`src/rtl/sas_pkg.sv`:
```
// Shared constants, types and helpers of the converter sequencer
package sas_pkg;

   // Widths
   localparam int RES_W = 10;
   localparam int SEL_W = 6;
   localparam int REF_W = 2;
   localparam int PS_W = 3;
   localparam int TS_W = 3;
   localparam int HC_W = 6;
   localparam int PS_CNT_W = 8;
   localparam int BIT_W = 4;
   localparam int TRIG_SYNC_CYCLES = 3;

   // Conversion timing in converter half cycles from the start of a conversion
   localparam logic [HC_W-1:0] HC_DONE_NORMAL = 6'h1a;
   localparam logic [HC_W-1:0] HC_DONE_FIRST = 6'h32;
   localparam logic [HC_W-1:0] HC_DONE_AUTO = 6'h1b;
   localparam logic [HC_W-1:0] HC_SH_NORMAL = 6'h03;
   localparam logic [HC_W-1:0] HC_SH_FIRST = 6'h1d;
   localparam logic [HC_W-1:0] HC_SH_AUTO = 6'h04;
   localparam logic [HC_W-1:0] HC_LAST_CYCLE = 6'h02;
   localparam logic [HC_W-1:0] HC_ONE = 6'h01;

   // Successive approximation start point
   localparam logic [RES_W-1:0] SAR_MSB_TRIAL = 10'h200;
   localparam logic [BIT_W-1:0] SAR_MSB_INDEX = 4'h9;
   localparam logic [BIT_W-1:0] SAR_LSB_INDEX = 4'h0;

   // Input selection codes
   localparam logic [SEL_W-1:0] TEMP_SENSOR_CODE = 6'h22;
   localparam logic [SEL_W-1:0] SINGLE_ENDED_LIMIT = 6'h08;
   localparam logic [REF_W-1:0] REF_SUPPLY = 2'h0;
   localparam logic [REF_W-1:0] REF_EXTERNAL = 2'h1;
   localparam logic [REF_W-1:0] REF_INTERNAL = 2'h2;

   // Trigger source code that selects back-to-back conversions
   localparam logic [TS_W-1:0] TRIG_FREE_RUN = 3'h0;

   // Sequencer states
   typedef enum logic [2:0] {
      SAS_IDLE = 3'b001,
      SAS_WAIT = 3'b010,
      SAS_CONV = 3'b100
   } sas_state_t;

   // Converter clock division ratio for a prescaler select code
   function automatic logic [PS_CNT_W-1:0] sas_ratio(input logic [PS_W-1:0] sel);
      sas_ratio = (sel == 3'h0) ? 8'h02 : (8'h01 << sel);
   endfunction

   // Half cycle at which a conversion completes
   function automatic logic [HC_W-1:0] sas_done_at(input logic first, input logic auto_t);
      sas_done_at = first ? HC_DONE_FIRST : (auto_t ? HC_DONE_AUTO : HC_DONE_NORMAL);
   endfunction

   // Half cycle at which the input is sampled
   function automatic logic [HC_W-1:0] sas_sh_at(input logic first, input logic auto_t);
      sas_sh_at = first ? HC_SH_FIRST : (auto_t ? HC_SH_AUTO : HC_SH_NORMAL);
   endfunction

endpackage

```
`src/rtl/sas_ck_if.sv`:
```
// Converter clock enables between the prescaler and the sequencer
`timescale 1ns/1ps
`default_nettype none
interface sas_ck_if;
   logic enable;
   logic [sas_pkg::PS_W-1:0] ratio_sel;
   logic restart;
   logic rise;
   logic fall;
   modport src (input enable, input ratio_sel, input restart, output rise, output fall);
   modport snk (output enable, output ratio_sel, output restart, input rise, input fall);
endinterface
`default_nettype wire

```
`src/rtl/sas_prescaler.sv`:
```
// Converter clock prescaler producing rise and fall enable pulses
`timescale 1ns/1ps
`default_nettype none
module sas_prescaler (
   // Clock and reset
   input wire logic clock,
   input wire logic nrst,
   // Converter clock enables
   sas_ck_if.src ck
);
   logic [sas_pkg::PS_CNT_W-1:0] cnt_q;
   logic [sas_pkg::PS_CNT_W-1:0] cnt_d;
   wire logic [sas_pkg::PS_CNT_W-1:0] ratio = sas_pkg::sas_ratio(ck.ratio_sel);
   wire logic at_end = (cnt_q == ratio - 8'h01);
   wire logic at_half = (cnt_q == (ratio >> 1) - 8'h01);

   // Held at zero while disabled, restarted by a trigger
   assign cnt_d = (!ck.enable || ck.restart || at_end) ? 8'h00 : cnt_q + 8'h01;
   assign ck.rise = ck.enable && !ck.restart && at_end;
   assign ck.fall = ck.enable && !ck.restart && at_half;

   // Counter register
   always_ff @(posedge clock or negedge nrst) begin
      if (!nrst) begin
         cnt_q <= 8'h00;
      end else begin
         cnt_q <= cnt_d;
      end
   end
endmodule
`default_nettype wire

```
`src/rtl/sas_sequencer.sv`:
```
// Sequencer of the 10-bit successive approximation converter
`timescale 1ns/1ps
`default_nettype none
module sas_sequencer #(
   parameter int TRIG_W = 8,
   parameter logic [5:0] OFFSET_CODE_A = 6'h08,
   parameter logic [5:0] OFFSET_CODE_B = 6'h09,
   parameter logic [5:0] OFFSET_CODE_C = 6'h0a
) (
   // Clock and reset
   input wire logic clock,
   input wire logic nrst,
   // Software control bits
   input wire logic converter_enable,
   input wire logic auto_trigger_enable,
   input wire logic left_adjust,
   input wire logic [sas_pkg::PS_W-1:0] prescaler_select,
   input wire logic [sas_pkg::TS_W-1:0] trigger_source_select,
   input wire logic [sas_pkg::REF_W-1:0] reference_select,
   input wire logic [sas_pkg::SEL_W-1:0] channel_gain_select,
   // Software strobes, one cycle each
   input wire logic start_write,
   input wire logic done_flag_clear,
   input wire logic read_low_byte,
   input wire logic read_high_byte,
   // Trigger sources from on-chip logic
   input wire logic [TRIG_W-1:0] trigger_sources,
   // Analog comparator, asynchronous
   input wire logic comparator_high,
   // Software visible state
   output logic [7:0] result_high_byte,
   output logic [7:0] result_low_byte,
   output logic start_conversion_bit,
   output logic conversion_done_flag,
   // Analog front end control
   output logic analog_enable,
   output logic sample_hold,
   output logic [sas_pkg::RES_W-1:0] sar_trial_code,
   output logic [2:0] reference_onehot,
   output logic [sas_pkg::SEL_W-1:0] active_channel,
   output logic differential_mode,
   output logic gain_select_bit,
   output logic temp_sensor_route,
   output logic offset_measure
);
   if (TRIG_W < 8) begin : g_chk
      $error("trigger source vector narrower than the select range");
   end

   sas_ck_if ck ();
   sas_prescaler u_prescaler (
      .clock(clock),
      .nrst(nrst),
      .ck(ck.src)
   );

   sas_pkg::sas_state_t state_q, state_d;
   logic cmp_s1_q, cmp_s2_q;
   logic trig_prev_q, lock_q, first_q, auto_q, sar_on_q;
   logic lock_d, first_d, sar_on_d, start_d, flag_d;
   logic [sas_pkg::TRIG_SYNC_CYCLES-1:0] trig_dly_q;
   logic [sas_pkg::HC_W-1:0] hc_q, hc_d;
   logic [sas_pkg::BIT_W-1:0] bit_q, bit_d;
   logic [sas_pkg::RES_W-1:0] trial_d;
   logic [sas_pkg::REF_W-1:0] ref_q;
   logic [sas_pkg::SEL_W-1:0] chan_d;
   logic [sas_pkg::REF_W-1:0] ref_d;
   logic [7:0] high_d, low_d;

   // Prescaler hookup; the trigger restart aligns the converter clock
   assign ck.enable = converter_enable;
   assign ck.ratio_sel = prescaler_select;
   wire logic pulse = ck.rise || ck.fall;

   // Trigger selection and edge detection
   wire logic free_run = auto_trigger_enable &&
                         (trigger_source_select == sas_pkg::TRIG_FREE_RUN);
   wire logic trig_level = (trigger_source_select == sas_pkg::TRIG_FREE_RUN) ?
                           conversion_done_flag : trigger_sources[trigger_source_select];
   wire logic trig_edge = auto_trigger_enable && trig_level && !trig_prev_q;
   wire logic trig_take = trig_edge && !free_run && converter_enable &&
                          (state_q != sas_pkg::SAS_CONV) && (trig_dly_q == '0);
   wire logic trig_go = trig_dly_q[sas_pkg::TRIG_SYNC_CYCLES-1] && converter_enable;
   assign ck.restart = trig_go;

   // Conversion timing decode
   wire logic in_conv = (state_q == sas_pkg::SAS_CONV);
   wire logic soft_go = (state_q == sas_pkg::SAS_WAIT) && ck.rise && converter_enable;
   wire logic conv_start = soft_go || trig_go;
   wire logic [sas_pkg::HC_W-1:0] done_at = sas_pkg::sas_done_at(first_q, auto_q);
   wire logic [sas_pkg::HC_W-1:0] sh_at = sas_pkg::sas_sh_at(first_q, auto_q);
   wire logic [sas_pkg::HC_W-1:0] hc_inc = hc_q + sas_pkg::HC_ONE;
   wire logic done_now = in_conv && pulse && (hc_inc == done_at);
   wire logic sh_now = in_conv && pulse && (hc_inc == sh_at);
   wire logic step_now = in_conv && ck.rise && sar_on_q;
   wire logic last_cycle = in_conv && (hc_q >= done_at - sas_pkg::HC_LAST_CYCLE);

   // Selection buffer: frozen during a conversion until its last converter cycle, nothing applies while disabled
   wire logic track = converter_enable && (!in_conv || last_cycle);
   assign chan_d = track ? channel_gain_select : active_channel;
   assign ref_d = track ? reference_select : ref_q;
   wire logic diff_d = (chan_d >= sas_pkg::SINGLE_ENDED_LIMIT) &&
                       (chan_d != sas_pkg::TEMP_SENSOR_CODE);
   wire logic temp_d = (chan_d == sas_pkg::TEMP_SENSOR_CODE);
   wire logic offs_d = (chan_d == OFFSET_CODE_A) || (chan_d == OFFSET_CODE_B) ||
                       (chan_d == OFFSET_CODE_C);
   wire logic [2:0] ref_oh_d = {ref_d == sas_pkg::REF_INTERNAL, ref_d == sas_pkg::REF_EXTERNAL,
                                ref_d == sas_pkg::REF_SUPPLY};

   // Result alignment; left aligned high byte alone gives 8-bit precision
   assign high_d = left_adjust ? sar_trial_code[9:2] : {6'h00, sar_trial_code[9:8]};
   assign low_d = left_adjust ? {sar_trial_code[1:0], 6'h00} : sar_trial_code[7:0];

   // Next state; clearing the converter enable always forces the idle state
   always_comb begin
      state_d = state_q;
      unique case (state_q)
         sas_pkg::SAS_IDLE: begin
            if (trig_go) begin
               state_d = sas_pkg::SAS_CONV;
            end else if (start_write) begin
               state_d = sas_pkg::SAS_WAIT;
            end
         end
         sas_pkg::SAS_WAIT: begin
            if (conv_start) begin
               state_d = sas_pkg::SAS_CONV;
            end
         end
         sas_pkg::SAS_CONV: begin
            if (done_now) begin
               state_d = (free_run || start_write) ? sas_pkg::SAS_WAIT : sas_pkg::SAS_IDLE;
            end
         end
      endcase
      if (!converter_enable) begin
         state_d = sas_pkg::SAS_IDLE;
      end
   end

   // Start bit, done flag and read lock; a set beats a clear, except that a disable clears the start bit
   always_comb begin
      start_d = start_conversion_bit;
      if (done_now && !free_run) begin
         start_d = 1'b0;
      end
      if (start_write || conv_start) begin
         start_d = 1'b1;
      end
      if (!converter_enable) begin
         start_d = 1'b0;
      end
      flag_d = conversion_done_flag;
      if (done_flag_clear) begin
         flag_d = 1'b0;
      end
      if (done_now) begin
         flag_d = 1'b1;
      end
      lock_d = lock_q;
      if (read_high_byte) begin
         lock_d = 1'b0;
      end
      if (read_low_byte) begin
         lock_d = 1'b1;
      end
      first_d = first_q;
      if (done_now) begin
         first_d = 1'b0;
      end
      if (!converter_enable) begin
         first_d = 1'b1;
      end
   end

   // Successive approximation walk, MSB first after the sample point
   always_comb begin
      trial_d = sar_trial_code;
      bit_d = bit_q;
      sar_on_d = sar_on_q;
      hc_d = conv_start ? '0 : ((in_conv && pulse) ? hc_inc : hc_q);
      if (conv_start) begin
         // MSB trial up early; the comparator synchroniser needs time before the first decision
         trial_d = sas_pkg::SAR_MSB_TRIAL;
         sar_on_d = 1'b0;
      end else if (sh_now) begin
         trial_d = sas_pkg::SAR_MSB_TRIAL;
         bit_d = sas_pkg::SAR_MSB_INDEX;
         sar_on_d = 1'b1;
      end else if (step_now) begin
         trial_d[bit_q] = cmp_s2_q;
         if (bit_q != sas_pkg::SAR_LSB_INDEX) begin
            trial_d[bit_q - 4'h1] = 1'b1;
            bit_d = bit_q - 4'h1;
         end else begin
            sar_on_d = 1'b0;
         end
      end
   end

   // Comparator synchroniser, second stage only is used
   always_ff @(posedge clock or negedge nrst) begin
      if (!nrst) begin
         cmp_s1_q <= 1'b0;
         cmp_s2_q <= 1'b0;
      end else begin
         cmp_s1_q <= comparator_high;
         cmp_s2_q <= cmp_s1_q;
      end
   end

   // Sequencing registers
   always_ff @(posedge clock or negedge nrst) begin
      if (!nrst) begin
         state_q <= sas_pkg::SAS_IDLE;
         trig_prev_q <= 1'b0;
         trig_dly_q <= '0;
         hc_q <= '0;
         auto_q <= 1'b0;
         first_q <= 1'b1;
         sar_on_q <= 1'b0;
         bit_q <= '0;
      end else begin
         state_q <= state_d;
         trig_prev_q <= trig_level;
         trig_dly_q <= converter_enable ?
                       {trig_dly_q[sas_pkg::TRIG_SYNC_CYCLES-2:0], trig_take} : '0;
         hc_q <= hc_d;
         auto_q <= conv_start ? trig_go : auto_q;
         first_q <= first_d;
         sar_on_q <= sar_on_d;
         bit_q <= bit_d;
      end
   end

   // Software visible registers; a locked result is dropped
   always_ff @(posedge clock or negedge nrst) begin
      if (!nrst) begin
         start_conversion_bit <= 1'b0;
         conversion_done_flag <= 1'b0;
         lock_q <= 1'b0;
         result_high_byte <= 8'h00;
         result_low_byte <= 8'h00;
      end else begin
         start_conversion_bit <= start_d;
         conversion_done_flag <= flag_d;
         lock_q <= lock_d;
         if (done_now && !lock_q) begin
            result_high_byte <= high_d;
            result_low_byte <= low_d;
         end
      end
   end

   // Front end control registers
   always_ff @(posedge clock or negedge nrst) begin
      if (!nrst) begin
         analog_enable <= 1'b0;
         sample_hold <= 1'b0;
         sar_trial_code <= '0;
         ref_q <= sas_pkg::REF_SUPPLY;
         reference_onehot <= 3'h1;
         active_channel <= '0;
         differential_mode <= 1'b0;
         gain_select_bit <= 1'b0;
         temp_sensor_route <= 1'b0;
         offset_measure <= 1'b0;
      end else begin
         analog_enable <= converter_enable;
         sample_hold <= sh_now;
         sar_trial_code <= trial_d;
         ref_q <= ref_d;
         reference_onehot <= ref_oh_d;
         active_channel <= chan_d;
         differential_mode <= diff_d;
         gain_select_bit <= diff_d && chan_d[0];
         temp_sensor_route <= temp_d;
         offset_measure <= offs_d && diff_d;
      end
   end
endmodule
`default_nettype wire

```
`config.mk`:
```
export PLATFORM = sky130hd
export DESIGN_NAME = sas_sequencer
export DESIGN_NICKNAME = d
export VERILOG_FILES = /design/src/rtl/sas_pkg.sv /design/src/rtl/sas_ck_if.sv /design/src/rtl/sas_prescaler.sv /design/src/rtl/sas_sequencer.sv
export SDC_FILE = /design/constraint.sdc
export NUM_CORES = 1
export LEC_CHECK = 0
export ABC_CLOCK_PERIOD_IN_PS = 5370
export BUFFER_PORTS_ARGS = -buffer_cell sky130_fd_sc_hd__buf_2
export CAP_MARGIN = 15
export CORE_AREA = 10 10 101 103
export CTS_CLUSTER_DIAMETER = 80
export DETAILED_ROUTE_END_ITERATION = 10
export DIE_AREA = 0 0 111 113
export GPL_TIMING_DRIVEN = 0
export PLACE_DENSITY = 0.81
export SLEW_MARGIN = 10
export SYNTH_ARGS = -nofsm -noshare
export SYNTH_HDL_FRONTEND = slang
export SYNTH_SLANG_ARGS = --single-unit
```
`constraint.sdc`:
```
create_clock -name clock -period 5.37 [get_ports clock]
set_clock_uncertainty 0.1 [all_clocks]
set_input_delay 1.074 -clock clock [delete_from_list [all_inputs] [get_ports clock]]
set_output_delay 1.074 -clock clock [all_outputs]
set_load 0.05 [all_outputs]
```
-- Word-level counts from Yosys, hierarchy flattened
Index checks and enable logic that the tools add are counted.
- register bits: 76
- bits in latches: 0
- RAM bits: 0
- bits in read-only memories: 0
- input bits: 32
- output and inout port bits: 43
- word-level logic and storage cells: 167
- memories kept: 0
- add/sub/neg operators: 6
- $mul: 0
- divide/modulo/power cells: 0
- $lt $le $gt $ge: 7
- equality and inequality tests: 21
- shift-type cells: 1
- multiplexer cells: 48
- bitwise logic cells: 2
- reductions and logical operators: 56
- operators by type and width (cell ; count):
    2-to-1 mux 10 bit ; 4
    2-to-1 mux 8 bit ; 4
    logical AND 1 bit ; 27
    2-to-1 mux 6 bit ; 4
    2-to-1 mux 3 bit ; 7
    equality test 6 x 4 -> 1 bit, second input constant ; 3
    2-to-1 mux 1 bit ; 18
    equality test 8 bit ; 2
    2-to-1 mux 4 bit ; 3
    bitwise mux 10 bit ; 1
    < comparator 4 x 5 -> 1 bit, second input constant ; 2
    OR 10 bit ; 1
    nonzero test 2 bit ; 5
    zero test 3 bit ; 3
    logical OR 1 bit ; 9
    inequality test 3 bit, second input constant ; 3
    one-hot mux 3 bit (3 select lines) ; 1
    adder 8 x 1 -> 8 bit, second input constant ; 1
    demux 1 bit (select 4 bit) ; 2
    greater-or-equal comparator 4 x 1 -> 1 bit, second input constant ; 2
    left shift 1 x 3 -> 8 bit, first input constant ; 1
    subtractor 7 x 1 -> 8 bit, second input constant ; 1
    subtractor 8 x 1 -> 8 bit, second input constant ; 1
    adder 6 x 1 -> 6 bit, second input constant ; 1
    28 further kinds ; 35

-- Longest topological paths before layout
- depth in word-level cells: 12
- mapped depth: 13

-- Cells and area by module
A second synthesis with hierarchy kept.
- cells, all modules: 450
- area total of the unflattened synthesis: 4385.5 sq um
- by module, submodules not included (module ; instances ; cells an instance ; area an instance (sq um)):
    sas_sequencer ; 1 ; 372 ; 3647.2
    sas_prescaler ; 1 ; 78 ; 738.2

-- Least setup slack after synthesis
No wires, ideal clock.
- path type: in2reg
- start point: input prescaler_select[2] (netlist name)
- end point: register result_low_byte[3]
- setup time: 0.125 ns
- data arrival time: 3.948 ns
- required time: 5.145 ns
- setup slack: 1.197 ns
- stages: 13
- buffers on the path: 4
- path through: buf_6 -> buf_2 -> or3b_2 -> ha_1 -> and4b_1 -> o21a_1 -> nor4_2 -> nor3_2 -> a32oi_2 -> or2_1 -> buf_6 -> buf_12 -> mux2_4
- cells in the longest elaborated chain, start to end: 9
- elaborated cells on any way between the ends: 13
- those cells by class: 2 x add/sub; 2 x eq/ne; 1 x shift; 1 x mux; 7 x reduce/logical
- RTL lines (element ; RTL line ; RTL):
    from (decl) ; sas_sequencer.sv:17 ; input wire logic [sas_pkg::PS_W-1:0] prescaler_select,
    zero test 3 bit or left shift 1 x 3 -> 8 bit (tied branches) ; sas_pkg.sv:49 ; sas_ratio = (sel == 3'h0) ? 8'h02 : (8'h01 << sel);
    2-to-1 mux 8 bit * ; sas_pkg.sv:49 ;
    subtractor 8 x 1 -> 8 bit or subtractor 7 x 1 -> 8 bit (tied branches) ; sas_prescaler.sv:14, sas_prescaler.sv:15 ;
    equality test 8 bit (on tied branches) ; sas_prescaler.sv:14, sas_prescaler.sv:15 ;
    logical AND 1 bit (on tied branches) ; sas_prescaler.sv:19, sas_prescaler.sv:20 ;
    logical OR 1 bit * ; sas_sequencer.sv:73 ; wire logic pulse = ck.rise || ck.fall;
    logical AND 1 bit * (2 in series) ; sas_sequencer.sv:93 ; wire logic done_now = in_conv && pulse && (hc_inc == done_at);
    logical AND 1 bit * ; sas_sequencer.sv:248 ; if (done_now && !lock_q) begin
    to (signal assigned) ; sas_sequencer.sv:250 ; result_low_byte <= low_d;
    to (decl) ; sas_sequencer.sv:32 ; output logic [7:0] result_low_byte,
Every way passes the cells marked *; elsewhere a longest branch is shown, timed or not.
A chain may end at the register's enable or synchronous reset.

-- Final worst setup path
- start point: input prescaler_select[1] (netlist name)
- end point: register start_conversion_bit
- cells in the longest elaborated chain, start to end: 11
- elaborated cells on any way between the ends: 20
- those cells by class: 2 x add/sub; 3 x eq/ne; 1 x shift; 3 x mux; 11 x reduce/logical
- RTL lines (element ; RTL line ; RTL):
    zero test 3 bit or left shift 1 x 3 -> 8 bit (tied branches) ; sas_pkg.sv:49 ;
    2-to-1 mux 8 bit * ; sas_pkg.sv:49 ;
    subtractor 8 x 1 -> 8 bit ; sas_prescaler.sv:14 ; wire logic at_end = (cnt_q == ratio - 8'h01);
    equality test 8 bit ; sas_prescaler.sv:14 ;
    logical AND 1 bit ; sas_prescaler.sv:19 ; assign ck.rise = ck.enable && !ck.restart && at_end;
    logical AND 1 bit (2 in series) ; sas_sequencer.sv:88 ; wire logic soft_go = (state_q == sas_pkg::SAS_WAIT) && ck.rise && converter_enable;
    logical OR 1 bit ; sas_sequencer.sv:89 ; wire logic conv_start = soft_go || trig_go;
    logical OR 1 bit ; sas_sequencer.sv:147 ; if (start_write || conv_start) begin
    2-to-1 mux 1 bit ; sas_sequencer.sv:147 ;
    2-to-1 mux 1 bit ; sas_sequencer.sv:150 ; if (!converter_enable) begin
    to (signal assigned) ; sas_sequencer.sv:245 ; start_conversion_bit <= start_d;
    to (decl) ; sas_sequencer.sv:33 ; output logic start_conversion_bit,
Marked as above.

==> out/qor.yml <==
setup_path:
  crit_type: "in2reg"
  end_kind: "flip-flop"
  r2r_start: "first_q"
  r2r_cells: 11
  crit_slowest_cell: "a2111oi_0"
  max_stage_delay_ps: 1050
  startpoint: "prescaler_select[1]"
  cp-start-kind: "input pin"
  cp.required_ps: 5510
  critPathMaxFanout: 10
  r2r_setup_slack_ps: 1840
  worstSetupEndpoint: "start_conversion_bit"
  cp_data_arrival_time_ps: 4420
  r2r_end: "temp_sensor_route"
  cp_cell_sequence: "buf_2, buf_2, or3b_2, ha_1, xnor2_1, nor4_1, nand2_1, a2111oi_0, o21ai_0, o21ai_0, a21boi_0"
pwr:
  total_power_mw: 1.307
  clkPwrFrac: 0.384
  peakVddDrop_v: 0.0001670
  p_sw_uw: 374.8
  netSwitchingFraction: 0.2867
  internal_power_uw: 932.3
  power_density_nw_per_um2: 246.2
  combinationalPowerShare: 0.146
  p_seq_frac: 0.471
  power.static_leakage_nw: 2.514
synthesis:
  ys_ff_latch: 76
  synth-simple-area-share: 0.2308
  synth_top_cell_area_share: 0.4002
  synthCells: 479
  avgSynthCellArea_um2: 9.529
  yosys.area_share.adder: 0.03015
  synth.area.mux_share: 0.07401
  synth_compound_area_frac: 0.1637
  synth_edf_count: 0
  synthArstFlopShare: 1.000
  yosys_most_used_dff: "dfrtp_1"
  synth-xor-area-share: 0.03070
  synthDistinctLibCells: 75
  netlist.top_cell.by_area: "dfrtp_1"
  synth_top_family_by_area: "simple AND/OR/NAND/NOR gates"
  syn_area_um2: 4564
  ys_seq_area_frac: 0.4175
  synthTopCellsByArea: "dfrtp_1, mux2_2, nand2_1"
  ys.warnings.count: 0
  syn-num-nets: 522
place:
  dp_hpwl_um: 8201
  gp_congestion: 0.9543
  portBuffers: 71
  pre_cts_ws_ps: 797.9
global_route:
  grt_max_degree: 51
  gr-total-overflow: 0
  grt_pass1_vias: 3932
  grt_pass1_wl_um: 18830
  grt.total_usage: 0.1740
  antenna_found_initial: 0
cts:
  clock_latency_ps: 360
  cts_buffer_depth: 2
  path_clk_slew_ps: 80
  cts-root-buf: "clkbuf_8"
  cts_tree: "yes"
  cts_resized: 0
  cts_max_level: 3
  clkSinkCount: 76
  cts_buffers: 9
  holdBufCountCts: 0
  cts_setup_buffers: 0
timing:
  fin_ws_ps: 1086
  relSlewSlack: 0.1908
  hold_violations: 0
  clock.fmax_ghz: 0.2334
  rsz0062_at_grt: "no"
  min_period_over_period: 0.7978
  timing.hold.ws_ps: 254.0
  setup_viol: 0
  post-route-min-period_ps: 4284
  slew_viol_final: 0
  worst_slew_pin_slew_ps: 1183
  fin_setup_tns_ps: 0
run_status:
  status: "complete, no violations"
route:
  drtPass1Iterations: 5
  final_antenna_net_count: 0
  drc: 0
  via_count: 3984
  wl_um: 10970
  drt_iter0_drc: 323
  viasPerCell: 5.929
  detail_route.wl_per_cell_um: 16.33
finish:
  syn_to_final_growth_pct: 16.31
  drive_gt1_frac: 0.2734
  fillers: 656
  final_core_util: 0.6527
  n_antenna_cell: 0
  register_area_um2: 1906
  finalNetCount: 605
  multiInputGateArea_um2: 2416
floorplanning:
  core_um2: 8134
  die_h_um: 113
  ios: 75
  die_x_um: 111
  rows: 33
  die_area_um2: 12540
  start_util: 0.5611
run:
  max_cap_violations: 0
hold_path:
  hp-class: "reg2reg"
[placed cells by master (no fill, tap or decap), drive strengths merged, types with 5 or more instances in the layout]
| cell type | synthesis | layout |
|---|---|---|
| and2 | 5 | 5 |
| nor2 | 39 | 39 |
| nand3 | 17 | 17 |
| a211oi | 6 | 6 |
| nor2b | 16 | 16 |
| nand2 | 41 | 41 |
| clkbuf | 14 | 23 |
| o22ai | 5 | 5 |
| o21ai | 23 | 23 |
| mux2 | 22 | 22 |
| inv | 16 | 20 |
| nand4 | 5 | 5 |
| xor2 | 5 | 5 |
| a21oi | 22 | 22 |
| buf | 17 | 89 |
| nand2b | 10 | 10 |
| ha | 11 | 11 |
| a21o | 8 | 8 |
| dfrtp | 73 | 73 |
| xnor2 | 11 | 11 |
| and3 | 8 | 8 |
| nor4 | 6 | 6 |
| nor3 | 21 | 21 |
[worst min-delay path by stage]
stage / from / to / slack [ps] / depth (start not counted)
2_1_floorplan: cmp_s1_q / cmp_s2_q / 230 / 0
3_3_place_gp: cmp_s1_q / cmp_s2_q / 240 / 0
3_5_place_dp: cmp_s1_q / cmp_s2_q / 240 / 0
4_1_cts: cmp_s1_q / cmp_s2_q / 260 / 0
5_1_grt: cmp_s1_q / cmp_s2_q / 270 / 0
6_report: cmp_s1_q / cmp_s2_q / 250 / 0
[per-stage QoR]
step	instance area (um^2)	instances
finish	5309	672
global route	5309	672
CTS	5309	672
detailed placement	5081	656
global placement	5051	655
floorplan	4564	479
[cell usage after synthesis, drive strengths merged (5+ instances only)]
master  instances
buf            17
and2            5
ha             11
nand2          41
nor2b          16
o21ai          23
mux2           22
clkbuf         14
nor3           21
nor4            6
inv            16
a211oi          6
a21o            8
nand2b         10
a21oi          22
and3            8
nor2           39
nand3          17
dfrtp          73
xnor2          11
o22ai           5
nand4           5
xor2            5
[kinds of logic (layout without fill, tap and decap cells)]
kind of cell,after synthesis,in the layout
and+or+nand+nor,196,196
AOI/OAI and AO/OA,106,106
DFF,76,76
buffers and inverters,47,135
muxes,27,27
xor gates and xnor gates,16,16
adders and majority gates,11,11
[power groups by stage]
stage	clock network [mW]	logic (mW)	registers, mW
CTS	0.513	0.192	0.615
finish	0.501	0.190	0.615
floorplan	0	0.0877	0.666
detailed placement	0	0.191	0.626
global route	0.540	0.209	0.619
global placement	0	0.182	0.625
[flip-flops by register name, indices dropped and copies added, names as in the netlist, 2 cells and up]
| name | count |
|---|---|
| u_prescaler.cnt_q | 8 |
| trig_dly_q | 3 |
| state_q | 3 |
| result_low_byte | 8 |
| ref_q | 2 |
| reference_onehot | 3 |
| result_high_byte | 8 |
| bit_q | 4 |
| sar_trial_code | 10 |
| active_channel | 6 |
| hc_q | 6 |
[per-layer routing]
layer	part of all wire	up-vias	GRT usage
li1	-	1888	-
met1	0.43	1928	0.2132
met2	0.49	145	0.2909
met3	0.064	23	0.04226
met4	0.021	0	0.06510
met5	0	-	0
[worst max-delay path, delay by kind of cell]
kind / cells / cell delay, ps
AO/OA/AOI/OAI: 4 / 1740
AND/OR/NAND/NOR: 3 / 820
buffers and inverters: 2 / 320
adder cells (fa/ha/maj): 1 / 320
XOR/XNOR: 1 / 140
[area by class of cell]
type	instances	share of cell area
Timing Repair Buffer	72	0.07259
Tap cell	105	0.02475
Multi-Input combinational cell	356	0.4551
Inverter	16	0.01131
Sequential cell	76	0.3589
Clock inverter	7	0.01956
Buffer	31	0.03441
Clock buffer	9	0.02333
Power figures use the tool's default switching activity.
